## src/design/fts_pkg.sv

```systemverilog
// Package for the fault tally and self-test block: offsets, fields, resets, types.
// Assumes a classic Wishbone slave with 32-bit data and a 100 MHz clock.
`default_nettype none
package fts_pkg;
  // ==========================================================
  // Register byte offsets
  localparam logic [7:0] OFS_CTRL = 8'h00;
  localparam logic [7:0] OFS_TALLY = 8'h04;
  localparam logic [7:0] OFS_ANALOG_SELF_TEST = 8'h08;
  localparam logic [7:0] OFS_STATUS = 8'h0C;
  localparam logic [7:0] OFS_PINS = 8'h10;
  // ==========================================================
  // Control register fields
  localparam int CTRL_LIMIT_LSB = 0;
  localparam int CTRL_NLIMIT_LSB = 2;
  localparam int CTRL_CLEAR_BIT = 4;
  localparam int CTRL_NCLEAR_BIT = 5;
  localparam int CTRL_ODREQ_BIT = 8;
  // ==========================================================
  // Reset values and codes
  localparam logic [1:0] LIMIT_RESET = 2'h1;
  localparam logic [3:0] TALLY_RESET = 4'h0;
  localparam logic [7:0] LOGIC_DISABLE_CODE = 8'h36;
  localparam logic [3:0] MAX_SEL0 = 4'h1;
  localparam logic [3:0] MAX_SEL1 = 4'h2;
  localparam logic [3:0] MAX_SEL2 = 4'h6;
  localparam logic [3:0] MAX_SEL3 = 4'hC;
  // ==========================================================
  // Self-test timing
  localparam int ANALOG_SELF_TEST_TIME_NS = 1000;
  localparam int CLK_PERIOD_NS = 10;
  localparam int ANALOG_SELF_TEST_CYCLES = ANALOG_SELF_TEST_TIME_NS / CLK_PERIOD_NS;
  localparam int NUM_CH = 6;
  // ==========================================================
  // Types
  typedef enum logic [1:0] {
    ST_SETUP,
    ST_NORMAL,
    ST_OTHER
  } fts_state_e;
  typedef struct packed {
    logic crc_bad;
    logic osc_bad;
    logic bandgap_bad;
    logic [NUM_CH-1:0] ov_bad;
    logic [NUM_CH-1:0] uv_bad;
    logic outs_high;
  } fts_analog_self_test_s;
  typedef struct packed {
    logic [NUM_CH-1:0] ov;
    logic [NUM_CH-1:0] uv;
    logic [NUM_CH-1:0] ov_routed;
    logic [NUM_CH-1:0] uv_routed;
    logic [NUM_CH-1:0] tally_en;
  } fts_chan_s;
endpackage
`default_nettype wire

```

## src/design/fts_top.sv

```systemverilog
// Fault tally, self-test sequencing and core-rail shutdown, behind a Wishbone slave.
// Assumes fault and event inputs are synchronous one-cycle pulses or clean levels.
//
// How it works
// - Limit field 00,01,10,11 gives maximum 1,2,6,12; reset is 01.
// - Tally is four bits and starts at zero after reset.
// - Tally clears only on clear=1 with inverse=0 written together.
// - Refresh after refresh counter maxed lowers tally by one.
// - Each assigned fault raises the tally by one.
// - Channel faults count when enabled and routed to power good.
// - Error monitor faults count only in normal state when enabled.
// - Collector faults count when collector enable is set.
// - Analog test runs only if its enable bit is set.
// - Analog test checks CRC, oscillator, bandgaps and all monitors.
// - Analog test begun in setup checks power good and fail output read low.
// - One failure flag per check; all zero after success.
// - On-demand request allowed in normal or setup; self-clears at end.
// - On-demand test from setup drives fail output low.
// - On-demand test from normal keeps fail output high.
// - Logic test disabled only when disable code equals 0x36.
// - Controller boot, CRC or ECC error forces logic test anyway.
// - Logic test passed bit set on clean completion.
// - Core or internal rail over/undervoltage powers the device down.
// - Fault input pins are readable in real time.
// - Every watchdog failure raises the tally by one.
// - Tally at maximum with deep fail-safe enabled signals entry.
// - Limit and clear writable only in setup, locked after first refresh in setup with watchdog enabled.
`default_nettype none
module fts_top #(
  parameter int ANALOG_SELF_TEST_LEN = fts_pkg::ANALOG_SELF_TEST_CYCLES
) (
  // Clock and reset
  input wire logic clk_i,
  input wire logic rst_i,
  // Wishbone slave
  input wire logic cyc_i,
  input wire logic stb_i,
  input wire logic we_i,
  input wire logic [7:0] adr_i,
  input wire logic [3:0] sel_i,
  input wire logic [31:0] dat_i,
  output logic [31:0] dat_o,
  output logic ack_o,
  // Device state and watchdog
  input wire fts_pkg::fts_state_e state_i,
  input wire logic wd_enabled_i,
  input wire logic wd_refresh_i,
  input wire logic wd_refresh_max_i,
  input wire logic wd_fail_i,
  // Fault sources
  input wire fts_pkg::fts_chan_s chan_i,
  input wire logic [1:0] error_monitor_input_i,
  input wire logic [1:0] error_input_tally_enable_i,
  input wire logic [1:0] fault_collector_input_i,
  input wire logic collector_tally_enable_i,
  input wire logic deep_failsafe_enable_i,
  // Self-test controls and results
  input wire logic analog_test_enable_i,
  input wire logic analog_self_test_start_i,
  input wire fts_pkg::fts_analog_self_test_s analog_self_test_check_i,
  input wire logic power_good_pin_i,
  input wire logic power_good_two_pin_i,
  input wire logic safety_fail_pin_i,
  input wire logic [7:0] logic_test_disable_code_i,
  input wire logic [2:0] otp_error_i,
  input wire logic logic_test_done_i,
  input wire logic logic_test_fail_i,
  // Rails and pins
  input wire logic [1:0] rail_ov_i,
  input wire logic [1:0] rail_uv_i,
  input wire logic [2:0] pin_realtime_status_i,
  // Outputs
  output logic deep_failsafe_o,
  output logic power_down_o,
  output logic safety_fail_low_o,
  output logic analog_self_test_busy_o,
  output logic logic_test_run_o
);
  // ==========================================================
  // Registers
  logic [1:0] limit;
  logic [3:0] tally;
  logic od_req;
  logic od_from_setup;
  logic locked;
  logic logic_test_passed;
  fts_pkg::fts_analog_self_test_s analog_self_test_flags;
  logic [15:0] analog_self_test_cnt;
  logic [3:0] tally_max;
  logic [3:0] next_tally;
  logic inc;
  logic dec;
  logic clr;
  logic wr;
  logic [fts_pkg::NUM_CH-1:0] ch_fault;

  typedef enum logic [1:0] {
    AB_IDLE,
    AB_RUN
  } fts_ab_e;
  fts_ab_e ab_state;

  assign wr = cyc_i && stb_i && we_i && !ack_o && sel_i[0];

  // ==========================================================
  // Limit decode
  always_comb begin
    unique case (limit)
      2'h0: tally_max = fts_pkg::MAX_SEL0;
      2'h1: tally_max = fts_pkg::MAX_SEL1;
      2'h2: tally_max = fts_pkg::MAX_SEL2;
      2'h3: tally_max = fts_pkg::MAX_SEL3;
    endcase
  end

  // ==========================================================
  // Fault sources
  for (genvar g = 0; g < fts_pkg::NUM_CH; g++) begin : g_ch
    assign ch_fault[g] = chan_i.tally_en[g] &&
      ((chan_i.ov[g] && chan_i.ov_routed[g]) || (chan_i.uv[g] && chan_i.uv_routed[g]));
  end

  assign inc = (|ch_fault) || wd_fail_i ||
    ((state_i == fts_pkg::ST_NORMAL) && |(error_monitor_input_i & error_input_tally_enable_i)) ||
    (collector_tally_enable_i && |fault_collector_input_i);
  assign dec = wd_refresh_i && wd_refresh_max_i;
  // Clear needs both bits of one write, complementary, while writable
  assign clr = wr && adr_i == fts_pkg::OFS_CTRL && !locked &&
    state_i == fts_pkg::ST_SETUP && dat_i[fts_pkg::CTRL_CLEAR_BIT] &&
    !dat_i[fts_pkg::CTRL_NCLEAR_BIT];

  always_comb begin
    next_tally = tally;
    if (inc && !dec && tally < tally_max) begin
      next_tally = tally + 4'h1;
    end else if (dec && !inc && tally != 4'h0) begin
      next_tally = tally - 4'h1;
    end
    if (next_tally > tally_max) begin
      next_tally = tally_max;
    end
    if (clr) begin
      next_tally = fts_pkg::TALLY_RESET;
    end
  end

  // ==========================================================
  // Tally
  always_ff @(posedge clk_i) begin
    if (rst_i) begin
      tally <= fts_pkg::TALLY_RESET;
    end else begin
      tally <= next_tally;
    end
  end

  always_ff @(posedge clk_i) begin
    if (rst_i) begin
      deep_failsafe_o <= 1'b0;
    end else begin
      deep_failsafe_o <= deep_failsafe_enable_i && tally == tally_max;
    end
  end

  // ==========================================================
  // Limit and write lock
  always_ff @(posedge clk_i) begin
    if (rst_i) begin
      locked <= 1'b0;
    end else if (wd_enabled_i && wd_refresh_i && state_i == fts_pkg::ST_SETUP) begin
      locked <= 1'b1;
    end
  end

  always_ff @(posedge clk_i) begin
    if (rst_i) begin
      limit <= fts_pkg::LIMIT_RESET;
    end else if (wr && adr_i == fts_pkg::OFS_CTRL && !locked &&
                 state_i == fts_pkg::ST_SETUP &&
                 (dat_i[fts_pkg::CTRL_LIMIT_LSB +: 2] ==
                  ~dat_i[fts_pkg::CTRL_NLIMIT_LSB +: 2])) begin
      limit <= dat_i[fts_pkg::CTRL_LIMIT_LSB +: 2];
    end
  end

  // ==========================================================
  // Analog self-test sequencer
  always_ff @(posedge clk_i) begin
    if (rst_i) begin
      ab_state <= AB_IDLE;
      analog_self_test_cnt <= 16'h0000;
      analog_self_test_flags <= '0;
      od_req <= 1'b0;
      od_from_setup <= 1'b0;
    end else begin
      unique case (ab_state)
        AB_IDLE: begin
          if (wr && adr_i == fts_pkg::OFS_CTRL && dat_i[fts_pkg::CTRL_ODREQ_BIT] &&
              (state_i == fts_pkg::ST_SETUP || state_i == fts_pkg::ST_NORMAL) &&
              analog_test_enable_i) begin
            od_req <= 1'b1;
            od_from_setup <= state_i == fts_pkg::ST_SETUP;
            ab_state <= AB_RUN;
            analog_self_test_cnt <= 16'h0000;
          end else if (analog_self_test_start_i && analog_test_enable_i) begin
            od_from_setup <= 1'b1;
            ab_state <= AB_RUN;
            analog_self_test_cnt <= 16'h0000;
          end
        end
        AB_RUN: begin
          analog_self_test_cnt <= analog_self_test_cnt + 16'h0001;
          if (analog_self_test_cnt == 16'(ANALOG_SELF_TEST_LEN - 1)) begin
            analog_self_test_flags <= analog_self_test_check_i;
            analog_self_test_flags.outs_high <= od_from_setup &&
              (power_good_pin_i || power_good_two_pin_i || safety_fail_pin_i);
            od_req <= 1'b0;
            ab_state <= AB_IDLE;
          end
        end
      endcase
    end
  end

  always_ff @(posedge clk_i) begin
    if (rst_i) begin
      analog_self_test_busy_o <= 1'b0;
      safety_fail_low_o <= 1'b1;
    end else begin
      analog_self_test_busy_o <= ab_state == AB_RUN;
      // Low outside normal; held low for a test begun in setup
      safety_fail_low_o <= state_i != fts_pkg::ST_NORMAL ||
        (ab_state == AB_RUN && od_from_setup);
    end
  end

  // ==========================================================
  // Logic self-test and rail shutdown
  always_ff @(posedge clk_i) begin
    if (rst_i) begin
      logic_test_run_o <= 1'b0;
      logic_test_passed <= 1'b0;
      power_down_o <= 1'b0;
    end else begin
      logic_test_run_o <= logic_test_disable_code_i != fts_pkg::LOGIC_DISABLE_CODE ||
        |otp_error_i;
      if (logic_test_done_i && !logic_test_fail_i) begin
        logic_test_passed <= 1'b1;
      end
      if (|rail_ov_i || |rail_uv_i) begin
        power_down_o <= 1'b1;
      end
    end
  end

  // ==========================================================
  // Bus read and acknowledge
  always_ff @(posedge clk_i) begin
    if (rst_i) begin
      ack_o <= 1'b0;
      dat_o <= 32'h0000_0000;
    end else begin
      ack_o <= cyc_i && stb_i && !ack_o;
      dat_o <= 32'h0000_0000;
      if (cyc_i && stb_i && !we_i && !ack_o) begin
        unique case (adr_i)
          fts_pkg::OFS_CTRL: dat_o <= {23'h0, od_req, 4'h0, ~limit, limit};
          fts_pkg::OFS_TALLY: dat_o <= {28'h0, tally};
          fts_pkg::OFS_ANALOG_SELF_TEST: dat_o <= {16'h0, $bits(fts_pkg::fts_analog_self_test_s)'(analog_self_test_flags)};
          fts_pkg::OFS_STATUS: dat_o <= {29'h0, locked, logic_test_run_o, logic_test_passed};
          fts_pkg::OFS_PINS: dat_o <= {29'h0, pin_realtime_status_i};
          default: dat_o <= 32'h0000_0000;
        endcase
      end
    end
  end

  // ==========================================================
  // Checks
  a_tally_bound: assert property (@(posedge clk_i) disable iff (rst_i)
    tally <= tally_max || $changed(limit)) else $error("tally above max");
  a_clear_zero: assert property (@(posedge clk_i) disable iff (rst_i)
    clr |=> tally == 4'h0) else $error("clear failed");
  a_inc_one: assert property (@(posedge clk_i) disable iff (rst_i)
    inc && !dec && !clr && tally < tally_max |=> tally == $past(tally) + 4'h1)
    else $error("no increment");
  a_dec_one: assert property (@(posedge clk_i) disable iff (rst_i)
    dec && !inc && !clr && tally != 4'h0 && tally <= tally_max |=> tally == $past(tally) - 4'h1)
    else $error("no decrement");
  a_deep_fs: assert property (@(posedge clk_i) disable iff (rst_i)
    deep_failsafe_enable_i && tally == tally_max |=> deep_failsafe_o)
    else $error("deep failsafe missing");
  a_od_clear: assert property (@(posedge clk_i) disable iff (rst_i)
    ab_state == AB_RUN ##1 ab_state == AB_IDLE |-> !od_req)
    else $error("request not cleared");
  a_fail_setup: assert property (@(posedge clk_i) disable iff (rst_i)
    ab_state == AB_RUN && od_from_setup |=> safety_fail_low_o)
    else $error("fail output not low");
  a_rail_down: assert property (@(posedge clk_i) disable iff (rst_i)
    |rail_uv_i |=> power_down_o [*2]) else $error("no power down");
  a_logic_self_test_code: assert property (@(posedge clk_i) disable iff (rst_i)
    logic_test_disable_code_i != fts_pkg::LOGIC_DISABLE_CODE |=> logic_test_run_o)
    else $error("logic test not run");
endmodule
`default_nettype wire

```

## config.mk

```make
export PLATFORM = sky130hd
export DESIGN_NAME = fts_top
export DESIGN_NICKNAME = d
export VERILOG_FILES = /design/src/design/fts_pkg.sv /design/src/design/fts_top.sv
export SDC_FILE = /design/constraint.sdc
export NUM_CORES = 1
export LEC_CHECK = 0
export ABC_CLOCK_PERIOD_IN_PS = 4300
export BUFFER_PORTS_ARGS = -buffer_cell sky130_fd_sc_hd__buf_2
export CAP_MARGIN = 15
export CORE_MARGIN = 2
export CORE_UTILIZATION = 30
export CTS_CLUSTER_SIZE = 16
export DETAILED_ROUTE_END_ITERATION = 6
export PLACE_DENSITY = 0.58
export SLEW_MARGIN = 20
export SYNTH_ARGS = -nofsm -noshare
export SYNTH_HDL_FRONTEND = slang
export SYNTH_SLANG_ARGS = --single-unit
```

## constraint.sdc

```tcl
create_clock -name clk_i -period 4.3 [get_ports clk_i]
set_input_delay 0.43 -clock clk_i [delete_from_list [all_inputs] [get_ports clk_i]]
set_output_delay 0.43 -clock clk_i [all_outputs]
set_load 0.02 [all_outputs]
```

==> flow_metrics.py <==
metrics = {
    "worst_setup_path": {
        "cp_max_fo": 8,
        "crit_arrival_ps": 4000,
        "path_class": "flop to flop",
        "critical_path_buf_inv_count": 2,
        "crit_chain": "inv_1 -> ha_1 -> inv_1 -> ha_1 -> nand2b_1 -> a21oi_1 -> nor3_1 -> nand2_1 -> mux2i_1 -> a211oi_1 -> ha_1 -> nor2b_1 -> o21ai_0 -> a32oi_1 -> a2111oi_0 -> o31a_1",
        "cp-end-kind": "flop",
        "path_common_cell": "ha_1",
        "cp.required_ps": 4520,
        "crit_slowest_cell": "a32oi_1",
        "max_stage_delay_ps": 550,
        "crit_family": "compound AO/OA/AOI/OAI gates",
        "cp-start-kind": "flop",
    },
    "synth": {
        "syn_area_mm2": 0.00344,
        "synth-edff-count": 0,
        "ys_warn_count": 0,
        "yosysTopAreaCell": "dfxtp_1",
        "synth_seq_cells": 65,
        "synth_cells": 378,
        "synth.most_common_cell": "dfxtp_1",
        "synth_top_area_share_pct": 37.8,
        "synth_common_cells": "dfxtp_1 (65), nor2_1 (45), mux2i_1 (21), nand2_1 (20), nor3_1 (17)",
        "avgSynthCellArea_um2": 9.11,
        "async_flop_share_pct": 0,
        "ys_types": 63,
        "synth_ff_type": "dfxtp_1",
        "yosysSeqAreaShare_pct": 37.8,
        "yosys-top-cells-area": "dfxtp_1 (38%), mux2i_1 (6.1%), ha_1 (5.1%)",
    },
    "cts": {
        "clock_sinks": 65,
        "hold_buffers": 0,
        "cts_max_path_buffers": 2,
        "post_cts_buffers": 0,
        "root_buffer": "clkbuf_16",
        "cts_tree": "done",
        "clk_pin_slew_ps": 60,
        "numCtsBuffers": 9,
        "clock_latency_ps": 330,
        "ctsResizeCount": 0,
        "htree_levels": 3,
    },
    "final_layout": {
        "final_nets": 649,
        "diodes": 0,
        "drive_above_1_share_pct": 36.0,
        "area_delta_synth_final_pct": 28.7,
    },
    "floorplan": {
        "core_mm2": 0.0113,
        "die_w_um": 111,
        "die_y_um": 111,
        "die_area_mm2": 0.0124,
        "placementRows": 39,
        "io_pins": 172,
        "start_util_pct": 30.4,
    },
    "global_routing": {
        "grt_pass1_vias": 3161,
        "use_met3_pct": 4.54,
        "grt_use_met2_pct": 24.9,
        "grt_max_degree": 48,
        "grt_usage_pct": 14.9,
        "met1_usage_pct": 18.4,
        "grt_busiest_layer": "met2",
        "grt_pass1_wl_um": 15000,
        "antenna_found_initial": 0,
        "overflow": 0,
    },
    "timing": {
        "tightest_slew_ps": 1050,
        "slew_violations": 0,
        "setup_ws_ps": 520,
        "period_minus_slack_ps": 3780,
        "clock.fmax_mhz": 265,
        "setup_viol": 0,
        "finClkSkew_ps": 7.70,
        "hold_violations": 0,
        "fin_tns_setup_ps": 0,
        "grt_setup_unrepaired": "false",
        "finalCritPeriodShare_pct": 87.9,
        "maxSlewHeadroom_pct": 30.3,
    },
    "routing": {
        "ant_nets": 0,
        "firstDrtPassIters": 4,
        "vias": 3138,
        "via_per_inst": 4.84,
        "totalWireLength_um": 9080,
        "drc": 0,
        "dr.first_iter.drc_count": 113,
        "wl_per_cell_um": 14.0,
    },
    "power": {
        "p_leak_nw": 2.03,
        "power_w": 0.00179,
        "p_per_area_mw_per_mm2": 404,
        "max-vdd-ir-drop_mv": 0.208,
    },
    "status": {
        "status": "complete, no violations",
    },
    "placement": {
        "portBuffers": 126,
        "gp_congestion": 0.874,
        "hpwlAfterDp_um": 6960,
        "dp_worst_setup_slack_ps": 568,
    },
    "hold_path": {
        "worst_hold_path_type": "primary input to flop",
    },
    "flow_run": {
        "cap_violations": 0,
    },
}
where the power goes:
part,switching (W),internal [W]
sequential,0.0000324,0.000621
combinational,0.000227,0.000164
clock,0.000290,0.000455
worst register-to-register path, cell delays in order (launching register included):
cell       delay, ps
dfxtp_1          410
inv_1            110
ha_1             300
inv_1             60
ha_1             290
nand2b_1          60
a21oi_1          240
nor3_1           110
nand2_1          130
mux2i_1          270
a211oi_1          80
ha_1             330
nor2b_1          120
o21ai_0          100
a32oi_1          550
a2111oi_0        190
o31a_1           320
sequential cells by signal, summed over array words and instances (netlist names), 2 cells and up:
signal and flops:
analog_self_test_flags 16, dat_o 16, limit 2, tally 4, analog_self_test_cnt 16
routing by layer:
metal / vias to the layer above / share of wire (%)
li1: 1569 / -
met3: 15 / 5.1
met4: 0 / 1.2
met2: 85 / 47
met1: 1469 / 46
met5: - / 0
cells in the final DEF, fill, tap and decap left out, drive strengths merged, types with 5 or more instances in the layout:
cell / n
a21oi: 21
a22o: 9
and2: 13
buf: 127
clkbuf: 9
conb: 16
dfxtp: 65
ha: 14
inv: 12
mux2i: 21
nand2: 21
nand3: 17
nand4: 10
nor2: 45
nor3: 18
nor4: 8
o21ai: 7
or2: 7
xnor2: 5
final cells by class:
cell class / instances / area, µm²
clock inverter: 7 / 78.8
timing repair buffer: 127 / 638
multi-input combinational: 288 / 1970
sequential: 65 / 1300
tap: 143 / 179
clock buffer: 9 / 225
inverter: 10 / 37.5
fill: 1178 / 6890
through the flow:
step	cell area [µm²]	std cells	utilization, %	hold WS (ps)
floorplan	3500	393	-	430
detailed placement	4130	633	36.5	447
CTS	4430	649	39.1	321
finish	4430	649	39.1	331
global placement	4130	633	36.5	434
global route	4430	649	39.1	329
final timing paths:
| path | from | endpoint | slack [ps] | cells past startpoint |
|---|---|---|---|---|
| hold / removal | analog_self_test_check_i[7] | analog_self_test_flags[7] | 330 | 3 |
| setup / recovery | limit[0] | tally[0] | 520 | 16 |
| setup reg to reg | limit[0] | tally[0] | 520 | 16 |
| hold reg to reg | analog_self_test_flags[13] | dat_o[13] | 460 | 1 |
kinds of logic (layout without fill, tap and decap cells):
group           Yosys count  after routing  synth area share [%]
buf+inv                  40            153                  6.58
other cells               1             16                 0.109
simple gates            161            161                  26.8
fa+ha+maj                14             14                  5.09
compound gates           64             64                  14.2
mux                      24             24                  7.09
xor+xnor                  9              9                  2.29
flops                    65             65                  37.8
(Power assumes the default switching activity.)
